<file path="src/fxt_defines.vh">
// Register map, field positions, reset values and codes of the trigger unit
`ifndef FXT_DEFINES_VH
`define FXT_DEFINES_VH

// ----------------------------------------------------------------
// Register byte offsets
// ----------------------------------------------------------------
`define FXT_OFF_STATUS 12'h000
`define FXT_OFF_FAULT 12'h004
`define FXT_OFF_PRETRIG 12'h008

// ----------------------------------------------------------------
// Exception status register fields
// ----------------------------------------------------------------
`define FXT_BIT_PENDING 31
`define FXT_BIT_ENABLE 30
`define FXT_BIT_SECOND 28
`define FXT_ITER_HI 10
`define FXT_ITER_LO 8
`define FXT_BIT_INSUB 7
`define FXT_BIT_UNDER 3
`define FXT_BIT_OVER 2
`define FXT_BIT_INVOP 0
`define FXT_STATUS_RST 32'h40000000

// ----------------------------------------------------------------
// Instruction word fields
// ----------------------------------------------------------------
`define FXT_COND_HI 31
`define FXT_COND_LO 28
`define FXT_COND_ALWAYS 4'hE

// ----------------------------------------------------------------
// Exception type inputs, one bit each
// ----------------------------------------------------------------
`define FXT_TYPE_INVOP 0
`define FXT_TYPE_OVER 1
`define FXT_TYPE_UNDER 2
`define FXT_TYPE_INSUB 3

// ----------------------------------------------------------------
// System register selectors of a register-access instruction
// ----------------------------------------------------------------
`define FXT_SYS_IDENT 3'h0
`define FXT_SYS_STATCTL 3'h1
`define FXT_SYS_EXC 3'h2
`define FXT_SYS_FAULT 3'h3
`define FXT_SYS_PRETRIG 3'h4

// ----------------------------------------------------------------
// Bus responses
// ----------------------------------------------------------------
`define FXT_RESP_OKAY 2'h0
`define FXT_RESP_SLVERR 2'h2

`endif

</file>
<file path="src/fxt_trigger_unit.v">
// Exception trigger and bounce unit of the floating-point coprocessor
`timescale 1ns/100ps
`default_nettype none
`include "fxt_defines.vh"

// Functional notes
// - Exceptions are reported only by bouncing a later instruction.
// - Data op right after last vector iteration enters the pretrigger slot.
// - Captured pretrigger word gets always-condition and sets bit 28.
// - Bit 28 clears when no pretrigger instruction was captured.
// - First nonserializing instruction after detection is the trigger.
// - Status/control register access is always a trigger.
// - Privileged exception, faulting, pretrigger reg access never triggers.
// - Identification register access never triggers.
// - Instructions already past issue are never the trigger.
// - Scalar exception loads faulting register and records condition.
// - Exceptional instruction is killed; busy pipes drain normally.
// - Instruction waiting in issue bounces the cycle after detection.
// - Without one, bounce the next issued instruction.
// - Iterations issued before the exceptional one retire normally.
// - Exceptional vector iteration sets pending flag bit 31.
// - Register fields are rewritten to the iteration's registers.
// - Bits 10:8 hold remaining iterations minus one.
// - Matching type flag set; pending reads 1 while exceptional.
// - Double multiply spends two cycles in second execute stage.
// - Vector length is size field plus one; stride one.
// - Bits 10:8 read 111 when no iterations remain.
// - Undefined bounce without pending exception leaves bit 31 clear.

module fxt_trigger_unit (
  // Clock and reset
  input wire aclk,
  input wire aresetn,
  // AXI4-Lite write address
  input wire s_axi_awvalid,
  output wire s_axi_awready,
  input wire [11:0] s_axi_awaddr,
  input wire [2:0] s_axi_awprot,
  // AXI4-Lite write data
  input wire s_axi_wvalid,
  output wire s_axi_wready,
  input wire [31:0] s_axi_wdata,
  input wire [3:0] s_axi_wstrb,
  // AXI4-Lite write response
  output wire s_axi_bvalid,
  input wire s_axi_bready,
  output wire [1:0] s_axi_bresp,
  // AXI4-Lite read address
  input wire s_axi_arvalid,
  output wire s_axi_arready,
  input wire [11:0] s_axi_araddr,
  input wire [2:0] s_axi_arprot,
  // AXI4-Lite read data
  output wire s_axi_rvalid,
  input wire s_axi_rready,
  output wire [31:0] s_axi_rdata,
  output wire [1:0] s_axi_rresp,
  // Issue stage
  input wire iss_valid,
  input wire iss_is_sysreg,
  input wire [2:0] iss_sysreg_sel,
  input wire iss_privileged,
  input wire iss_undefined,
  output wire iss_hold,
  output wire bounce_undef,
  // Second execute stage of the multiply-add pipe
  input wire e2_valid,
  input wire e2_dp_mul,
  output wire e2_stall,
  // Potential exception from the data pipes
  input wire det_valid,
  input wire [31:0] det_word,
  input wire det_is_vector,
  input wire det_double,
  input wire [2:0] det_iter,
  input wire [2:0] det_len,
  input wire [3:0] det_type,
  output wire exc_kill,
  // Pretrigger slot
  input wire pre_valid,
  input wire [31:0] pre_word,
  // State seen by the core
  output wire exc_pending
);

  // ----------------------------------------------------------------
  // Register state
  // ----------------------------------------------------------------
  reg pend_q;
  reg en_q;
  reg second_q;
  reg [2:0] iter_q;
  reg [3:0] type_q;
  reg [31:0] fault_q;
  reg [31:0] pretrig_q;
  reg bounce_q;
  reg e2_first_q;

  // ----------------------------------------------------------------
  // Double multiply occupancy of the second execute stage
  // ----------------------------------------------------------------
  // First cycle of a double multiply holds the stage; results and any
  // exception appear only on the second cycle.
  wire e2_dp = e2_valid & e2_dp_mul;
  wire e2_done = ~e2_dp | e2_first_q;

  always @(posedge aclk) begin
    if (!aresetn) begin
      e2_first_q <= 1'b0;
    end else begin
      e2_first_q <= e2_dp & ~e2_first_q;
    end
  end

  assign e2_stall = e2_dp & ~e2_first_q;

  // ----------------------------------------------------------------
  // Detection
  // ----------------------------------------------------------------
  // A second detection while one is already pending is dropped: the
  // pipe is draining and the first record must survive for software.
  wire det_take = det_valid & e2_done & ~pend_q;

  // Kill the exceptional iteration and all later ones; earlier
  // iterations and other pipe contents keep running to completion.
  assign exc_kill = det_take;

  // ----------------------------------------------------------------
  // Register field rewrite for a vector iteration
  // ----------------------------------------------------------------
  // Bank 0 operands are scalar and keep their address.
  function [4:0] fxt_step_single;
    input [4:0] s;
    input [2:0] it;
    begin
      if (s[4:3] == 2'h0) begin
        fxt_step_single = s;
      end else begin
        fxt_step_single = {s[4:3], s[2:0] + it};
      end
    end
  endfunction

  function [3:0] fxt_step_double;
    input [3:0] d;
    input [2:0] it;
    begin
      if (d[3:2] == 2'h0) begin
        fxt_step_double = d;
      end else begin
        fxt_step_double = {d[3:2], d[1:0] + it[1:0]};
      end
    end
  endfunction

  reg [31:0] rew_word;
  reg [4:0] sd;
  reg [4:0] sn;
  reg [4:0] sm;

  always @* begin
    rew_word = det_word;
    sd = fxt_step_single({det_word[15:12], det_word[22]}, det_iter);
    sn = fxt_step_single({det_word[19:16], det_word[7]}, det_iter);
    sm = fxt_step_single({det_word[3:0], det_word[5]}, det_iter);
    if (det_is_vector) begin
      if (det_double) begin
        rew_word[15:12] = fxt_step_double(det_word[15:12], det_iter);
        rew_word[19:16] = fxt_step_double(det_word[19:16], det_iter);
        rew_word[3:0] = fxt_step_double(det_word[3:0], det_iter);
      end else begin
        rew_word[15:12] = sd[4:1];
        rew_word[22] = sd[0];
        rew_word[19:16] = sn[4:1];
        rew_word[7] = sn[0];
        rew_word[3:0] = sm[4:1];
        rew_word[5] = sm[0];
      end
    end
  end

  // Length is field+1 and stride one, so remaining-1 is len-iter-1;
  // the 3-bit wrap yields 111 on the last iteration.
  wire [2:0] iter_left = det_is_vector ?
    (det_len - det_iter - 3'h1) : 3'h7;

  // ----------------------------------------------------------------
  // Trigger selection
  // ----------------------------------------------------------------
  wire sys_quiet = iss_is_sysreg &
    ((iss_sysreg_sel == `FXT_SYS_IDENT) |
     (iss_privileged & ((iss_sysreg_sel == `FXT_SYS_EXC) |
                        (iss_sysreg_sel == `FXT_SYS_FAULT) |
                        (iss_sysreg_sel == `FXT_SYS_PRETRIG))));
  // Status/control access falls through as a trigger in any mode.
  wire cand = iss_valid & ~sys_quiet;

  // Only the issue stage is examined, so anything already executing
  // can never become the trigger.
  wire exc_armed = pend_q | det_take;
  wire undef_hit = iss_valid & ~sys_quiet & (iss_undefined | ~en_q);
  wire trig_now = ~bounce_q & ((exc_armed & cand) | undef_hit);

  // Issue stage is frozen while the bounce is being decided, so an
  // instruction present at detection is the one bounced next cycle.
  // Undefined bounces freeze the issue stage as well, so the core
  // always sees the response against the instruction it still holds.
  assign iss_hold = trig_now;

  always @(posedge aclk) begin
    if (!aresetn) begin
      bounce_q <= 1'b0;
    end else begin
      bounce_q <= trig_now;
    end
  end

  assign bounce_undef = bounce_q;

  // ----------------------------------------------------------------
  // AXI4-Lite write channel
  // ----------------------------------------------------------------
  reg aw_q;
  reg [11:0] awaddr_q;
  reg w_q;
  reg [31:0] wdata_q;
  reg [3:0] wstrb_q;
  reg bvalid_q;
  reg [1:0] bresp_q;

  assign s_axi_awready = ~aw_q & ~bvalid_q;
  assign s_axi_wready = ~w_q & ~bvalid_q;
  assign s_axi_bvalid = bvalid_q;
  assign s_axi_bresp = bresp_q;

  wire wr_fire = aw_q & w_q & ~bvalid_q;
  wire wr_stat = wr_fire & ({awaddr_q[11:2], 2'h0} == `FXT_OFF_STATUS);
  wire wr_fault = wr_fire & ({awaddr_q[11:2], 2'h0} == `FXT_OFF_FAULT);
  wire wr_pre = wr_fire & ({awaddr_q[11:2], 2'h0} == `FXT_OFF_PRETRIG);

  always @(posedge aclk) begin
    if (!aresetn) begin
      aw_q <= 1'b0;
      awaddr_q <= 12'h000;
      w_q <= 1'b0;
      wdata_q <= 32'h00000000;
      wstrb_q <= 4'h0;
      bvalid_q <= 1'b0;
      bresp_q <= `FXT_RESP_OKAY;
    end else begin
      if (s_axi_awvalid & s_axi_awready) begin
        aw_q <= 1'b1;
        awaddr_q <= s_axi_awaddr;
      end
      if (s_axi_wvalid & s_axi_wready) begin
        w_q <= 1'b1;
        wdata_q <= s_axi_wdata;
        wstrb_q <= s_axi_wstrb;
      end
      if (wr_fire) begin
        aw_q <= 1'b0;
        w_q <= 1'b0;
        bvalid_q <= 1'b1;
        bresp_q <= (wr_stat | wr_fault | wr_pre) ?
          `FXT_RESP_OKAY : `FXT_RESP_SLVERR;
      end else if (bvalid_q & s_axi_bready) begin
        bvalid_q <= 1'b0;
      end
    end
  end

  // Byte-lane merge of a write into a 32-bit register
  function [31:0] fxt_merge;
    input [31:0] old;
    input [31:0] nw;
    input [3:0] strb;
    integer i;
    begin
      fxt_merge = old;
      for (i = 0; i < 4; i = i + 1) begin
        if (strb[i]) begin
          fxt_merge[i*8 +: 8] = nw[i*8 +: 8];
        end
      end
    end
  endfunction

  wire [31:0] status_rd;
  assign status_rd = {pend_q, en_q, 1'b0, second_q, 17'h00000, iter_q,
    type_q[`FXT_TYPE_INSUB], 3'h0, type_q[`FXT_TYPE_UNDER],
    type_q[`FXT_TYPE_OVER], 1'b0, type_q[`FXT_TYPE_INVOP]};
  wire [31:0] status_wr = fxt_merge(status_rd, wdata_q, wstrb_q);
  wire [31:0] status_rst = `FXT_STATUS_RST;

  // ----------------------------------------------------------------
  // Exception status, faulting and pretrigger registers
  // ----------------------------------------------------------------
  // Hardware detection wins over a software write in the same cycle.
  always @(posedge aclk) begin
    if (!aresetn) begin
      pend_q <= status_rst[`FXT_BIT_PENDING];
      en_q <= status_rst[`FXT_BIT_ENABLE];
      second_q <= 1'b0;
      iter_q <= 3'h0;
      type_q <= 4'h0;
      fault_q <= 32'h00000000;
      pretrig_q <= 32'h00000000;
    end else if (det_take) begin
      pend_q <= 1'b1;
      iter_q <= iter_left;
      type_q <= det_type;
      fault_q <= rew_word;
      second_q <= pre_valid;
      if (pre_valid) begin
        pretrig_q <= {`FXT_COND_ALWAYS, pre_word[27:0]};
      end
    end else begin
      if (wr_stat) begin
        pend_q <= status_wr[`FXT_BIT_PENDING];
        en_q <= status_wr[`FXT_BIT_ENABLE];
        second_q <= status_wr[`FXT_BIT_SECOND];
        iter_q <= status_wr[`FXT_ITER_HI:`FXT_ITER_LO];
        type_q[`FXT_TYPE_INSUB] <= status_wr[`FXT_BIT_INSUB];
        type_q[`FXT_TYPE_UNDER] <= status_wr[`FXT_BIT_UNDER];
        type_q[`FXT_TYPE_OVER] <= status_wr[`FXT_BIT_OVER];
        type_q[`FXT_TYPE_INVOP] <= status_wr[`FXT_BIT_INVOP];
      end
      if (wr_fault) begin
        fault_q <= fxt_merge(fault_q, wdata_q, wstrb_q);
      end
      if (wr_pre) begin
        pretrig_q <= fxt_merge(pretrig_q, wdata_q, wstrb_q);
      end
    end
  end

  assign exc_pending = pend_q;

  // ----------------------------------------------------------------
  // AXI4-Lite read channel
  // ----------------------------------------------------------------
  reg rvalid_q;
  reg [31:0] rdata_q;
  reg [1:0] rresp_q;

  assign s_axi_arready = ~rvalid_q;
  assign s_axi_rvalid = rvalid_q;
  assign s_axi_rdata = rdata_q;
  assign s_axi_rresp = rresp_q;

  always @(posedge aclk) begin
    if (!aresetn) begin
      rvalid_q <= 1'b0;
      rdata_q <= 32'h00000000;
      rresp_q <= `FXT_RESP_OKAY;
    end else if (s_axi_arvalid & s_axi_arready) begin
      rvalid_q <= 1'b1;
      rresp_q <= `FXT_RESP_OKAY;
      case ({s_axi_araddr[11:2], 2'h0})
        `FXT_OFF_STATUS: rdata_q <= status_rd;
        `FXT_OFF_FAULT: rdata_q <= fault_q;
        `FXT_OFF_PRETRIG: rdata_q <= pretrig_q;
        default: begin
          rdata_q <= 32'h00000000;
          rresp_q <= `FXT_RESP_SLVERR;
        end
      endcase
    end else if (rvalid_q & s_axi_rready) begin
      rvalid_q <= 1'b0;
    end
  end

endmodule // fxt_trigger_unit
`default_nettype wire

</file>
<file path="config.mk">
export PLATFORM = sky130hd
export DESIGN_NAME = fxt_trigger_unit
export DESIGN_NICKNAME = d
export VERILOG_FILES = /design/src/fxt_trigger_unit.v
export VERILOG_INCLUDE_DIRS = /design/src
export SDC_FILE = /design/constraint.sdc
export NUM_CORES = 1
export LEC_CHECK = 0
export BUFFER_PORTS_ARGS = -buffer_cell sky130_fd_sc_hd__buf_2
export CAP_MARGIN = 15
export CORE_MARGIN = 4
export CORE_UTILIZATION = 31
export DETAILED_ROUTE_END_ITERATION = 8
export SLEW_MARGIN = 20
export SYNTH_ARGS = -nofsm -noshare
export SYNTH_HDL_FRONTEND = slang
export SYNTH_SLANG_ARGS = --single-unit
</file>
<file path="constraint.sdc">
create_clock -name aclk -period 2.39 [get_ports aclk]
set_input_delay 0 -clock aclk [delete_from_list [all_inputs] [get_ports aclk]]
set_output_delay 0 -clock aclk [all_outputs]
set_load 0.1 [all_outputs]
</file>
==> flow_summary.yaml <==
outcome:
  status: "finished, final reports clean"
placement:
  post-place-ws_ns: 0.318
  gpl.final_weighted_congestion: 0.810
  port_buffers: 189
  hpwl_um: 18900
timing:
  skew_ns: 0.0115
  maxSlewViolCount: 0
  tightest_slew_ns: 1.10
  fin_ws_ns: 0.124
  hold_viol_final: 0
  setup_violations: 0
  rsz0062_at_grt: "no"
  period_share_pct: 94.8
  fin_crit_ns: 2.27
  clock.fmax_ghz: 0.441
  max_slew_margin_pct: 26.6
  hold_slack_ns: 0.00240
  final.setup.tns_ns: 0
die:
  fp.dieH_um: 165
  rows: 57
  core_area_sq_um: 24200
  dieArea_sq_um: 27100
  die_w_um: 165
  ios: 206
  initial_utilization_pct: 31.3
power:
  leakage_uw: 0.00449
  combPwrFrac_pct: 18.1
  p_int_uw: 4800
  seqPwrFrac_pct: 43.1
  vdd_drop_max_mv: 0.321
  p_clk_share_pct: 38.8
  switchingPower_uw: 2030
  p_sw_share_pct: 29.7
  power.density_nw_per_um2: 649
detailed_routing:
  finalWirelength_um: 26700
  drtIter0Drc: 657
  viasPerCell: 5.06
  vias: 7448
  wire_per_inst_um: 18.2
  dr.pass1.iters: 5
  drc_errors: 0
  ant_nets: 0
synth:
  netlist_area_sq_um: 7600
  yosysSeqAreaShare_pct: 42.1
  netlist_instances: 871
  synthArstFlopShare_pct: 0
  syn_avg_cell_area_sq_um: 8.73
  netlist_top_cells_count: "dfxtp_1, nand2_1, mux2i_1"
  ys_ff_latch: 160
  synth_most_common_cell: "dfxtp_1"
  netlist.area_leader.share_pct: 42.1
  synth_edf_count: 0
  yosys.area.top_type: "dfxtp_1"
  yosysWarnings: 0
  synth_cell_types: 54
  synthTopCellsByArea: "dfxtp_1, mux2i_1, nand2_1"
  synthFlopType: "dfxtp_1"
worst_setup_path:
  cpPeakStageDelay_ns: 0.58
  crit_chain: "nand3b_1, buf_4, a2111oi_2, buf_4, a2111oi_4, dlygate4sd3_1, and2_1"
  critPathKind: "reg -> reg"
  cp_slowest_cell: "dlygate4sd3_1"
  r2r_cells: 7
  required_ns: 2.71
  cp-end-kind: "flop"
  r2r-start: "e2_first_q"
  arrival_ns: 2.59
  crit_path_max_fanout: 17
  rr_endpoint: "bounce_undef"
  startpoint_type: "flop"
  cp-endpoint: "bounce_undef"
  crit_top_cell: "buf_4"
  setup.worst_path.start: "e2_first_q"
  r2r_slack_ns: 0.12
clocking:
  cts_tree: "done"
  numClockSinks: 160
  clkLatencyLatePin_ns: 0.43
  htreeDepth: 4
  clk_pin_slew_ns: 0.06
  cts_buffers: 17
  clk_path_buf_depth: 2
  cts-root-buf: "clkbuf_16"
finish:
  fin_nets: 1306
  drive_gt1_share_pct: 23.9
  antenna_cells: 0
  multi_input_area_sq_um: 4120
  seqCellArea_sq_um: 3210
  fillCellCount: 2459
  syn_to_final_growth_pct: 38.3
grt:
  grt_remaining_overflow: 0
  grt_usage_pct: 19.7
  grt_max_degree: 90
  grt_pass1_wl_um: 41300
  grt_pass1_vias: 7349
  antenna_found_initial: 1
job:
  cap_violations: 0
hold_path:
  hold_path_class: "in -> reg"
## power groups by stage
stage / sequential, uW / clock [uW] / combinational (uW)
after floorplan: 3010 / 0 / 680
after global placement: 2990 / 0 / 1100
after detailed placement: 3000 / 0 / 1110
after CTS: 2940 / 2690 / 1230
after global routing: 2960 / 2800 / 1350
final: 2940 / 2650 / 1230
## layout make-up
type | count | share of cell area, %
Clock buffer | 21 | 4.57
Clock inverter | 11 | 0.917
Inverter | 13 | 0.464
Multi-Input combinational cell | 629 | 39.2
Sequential cell | 160 | 30.5
Tap cell | 324 | 3.86
Timing Repair Buffer | 314 | 20.5
## timing repair
action / CTS / global route
hold buffers: 94 / 0
resized for setup: 0 / 2
setup endpoints to repair: 0 / 2
hold endpoints to repair: 93 / 0
buffers inserted: 0 / 0
## cell families (layout without fill, tap and decap cells)
logic type	Yosys count	count (layout)	synth area share [%]
AOI/OAI and AO/OA	271	271	23.7
and+or+nand+nor	264	264	17.1
DFF	160	160	42.1
buffers and inverters	83	359	4.33
muxes	72	72	9.48
adders and majority gates	11	11	2.21
xor gates and xnor gates	9	9	1.04
other	1	2	0.0493
## worst min-delay path by stage
stage | startpoint | slack (ns) | endpoint | cells past startpoint
after detailed placement | s_axi_wdata[10] | 0.25 | wdata_q[10] | 3
final | pre_word[20] | 0.002 | pretrig_q[20] | 4
after global placement | s_axi_wdata[31] | 0.25 | wdata_q[31] | 3
after floorplan | s_axi_wdata[13] | 0.14 | wdata_q[13] | 2
after CTS | pre_word[25] | 0.0003 | pretrig_q[25] | 4
after global routing | pre_word[20] | 0.007 | pretrig_q[20] | 4
## cells in the final DEF, fill, tap and decap left out, types with 5 or more instances in the layout
cell type / netlist / layout
o2bb2ai_1: 10 / 10
o21ai_0: 58 / 58
a21oi_1: 67 / 67
nand3b_1: 6 / 6
xnor2_1: 7 / 7
or3_1: 10 / 10
and3_1: 15 / 15
o211ai_1: 23 / 23
dfxtp_1: 160 / 158
nor3_1: 11 / 11
nor2b_1: 6 / 5
mux2i_1: 72 / 72
o311a_1: 7 / 7
nand2b_1: 5 / 5
a21boi_0: 5 / 5
nand2_1: 139 / 138
nor2_1: 17 / 15
ha_1: 7 / 7
and2_1: 25 / 25
buf_4: 3 / 31
a22o_1: 10 / 10
clkbuf_16: 0 / 17
a211oi_1: 45 / 45
a22oi_1: 22 / 22
nand3_1: 10 / 10
inv_1: 11 / 11
buf_2: 5 / 187
dlygate4sd3_1: 0 / 94
clkinv_4: 0 / 5
## per-layer routing
layer,up-vias,global-route usage [%],share of wire [%]
met4,2,5.94,2.0
met1,3465,27.5,46
met5,-,0,0.049
met2,241,30.3,45
li1,3702,-,-
met3,38,4.62,6.8
## worst max-delay path, delay by kind of cell, from the launching register on
kind            cells  cell delay [ns]
simple gates        2             0.43
flops               1             0.32
compound gates      2             0.41
buf+inv             3             1.01
## through the flow
stage	utilization (%)	instance area, sq um	instances	power, uW
after global placement	37.1	8990	1346	4090
after detailed placement	37.1	8990	1346	4110
after CTS	43.3	10500	1472	6860
after floorplan	-	7650	872	3690
final	43.3	10500	1472	6820
after global routing	43.3	10500	1472	7110
## flip-flops by register name (all words and copies together) (netlist names), 3 cells and up
| register | count |
|---|---|
| fault_q | 32 |
| wdata_q | 32 |
| iter_q | 3 |
| pretrig_q | 32 |
| type_q | 4 |
| s_axi_rdata | 32 |
| wstrb_q | 4 |
| awaddr_q | 10 |
No activity file was read; power rests on OpenSTA's default activity.
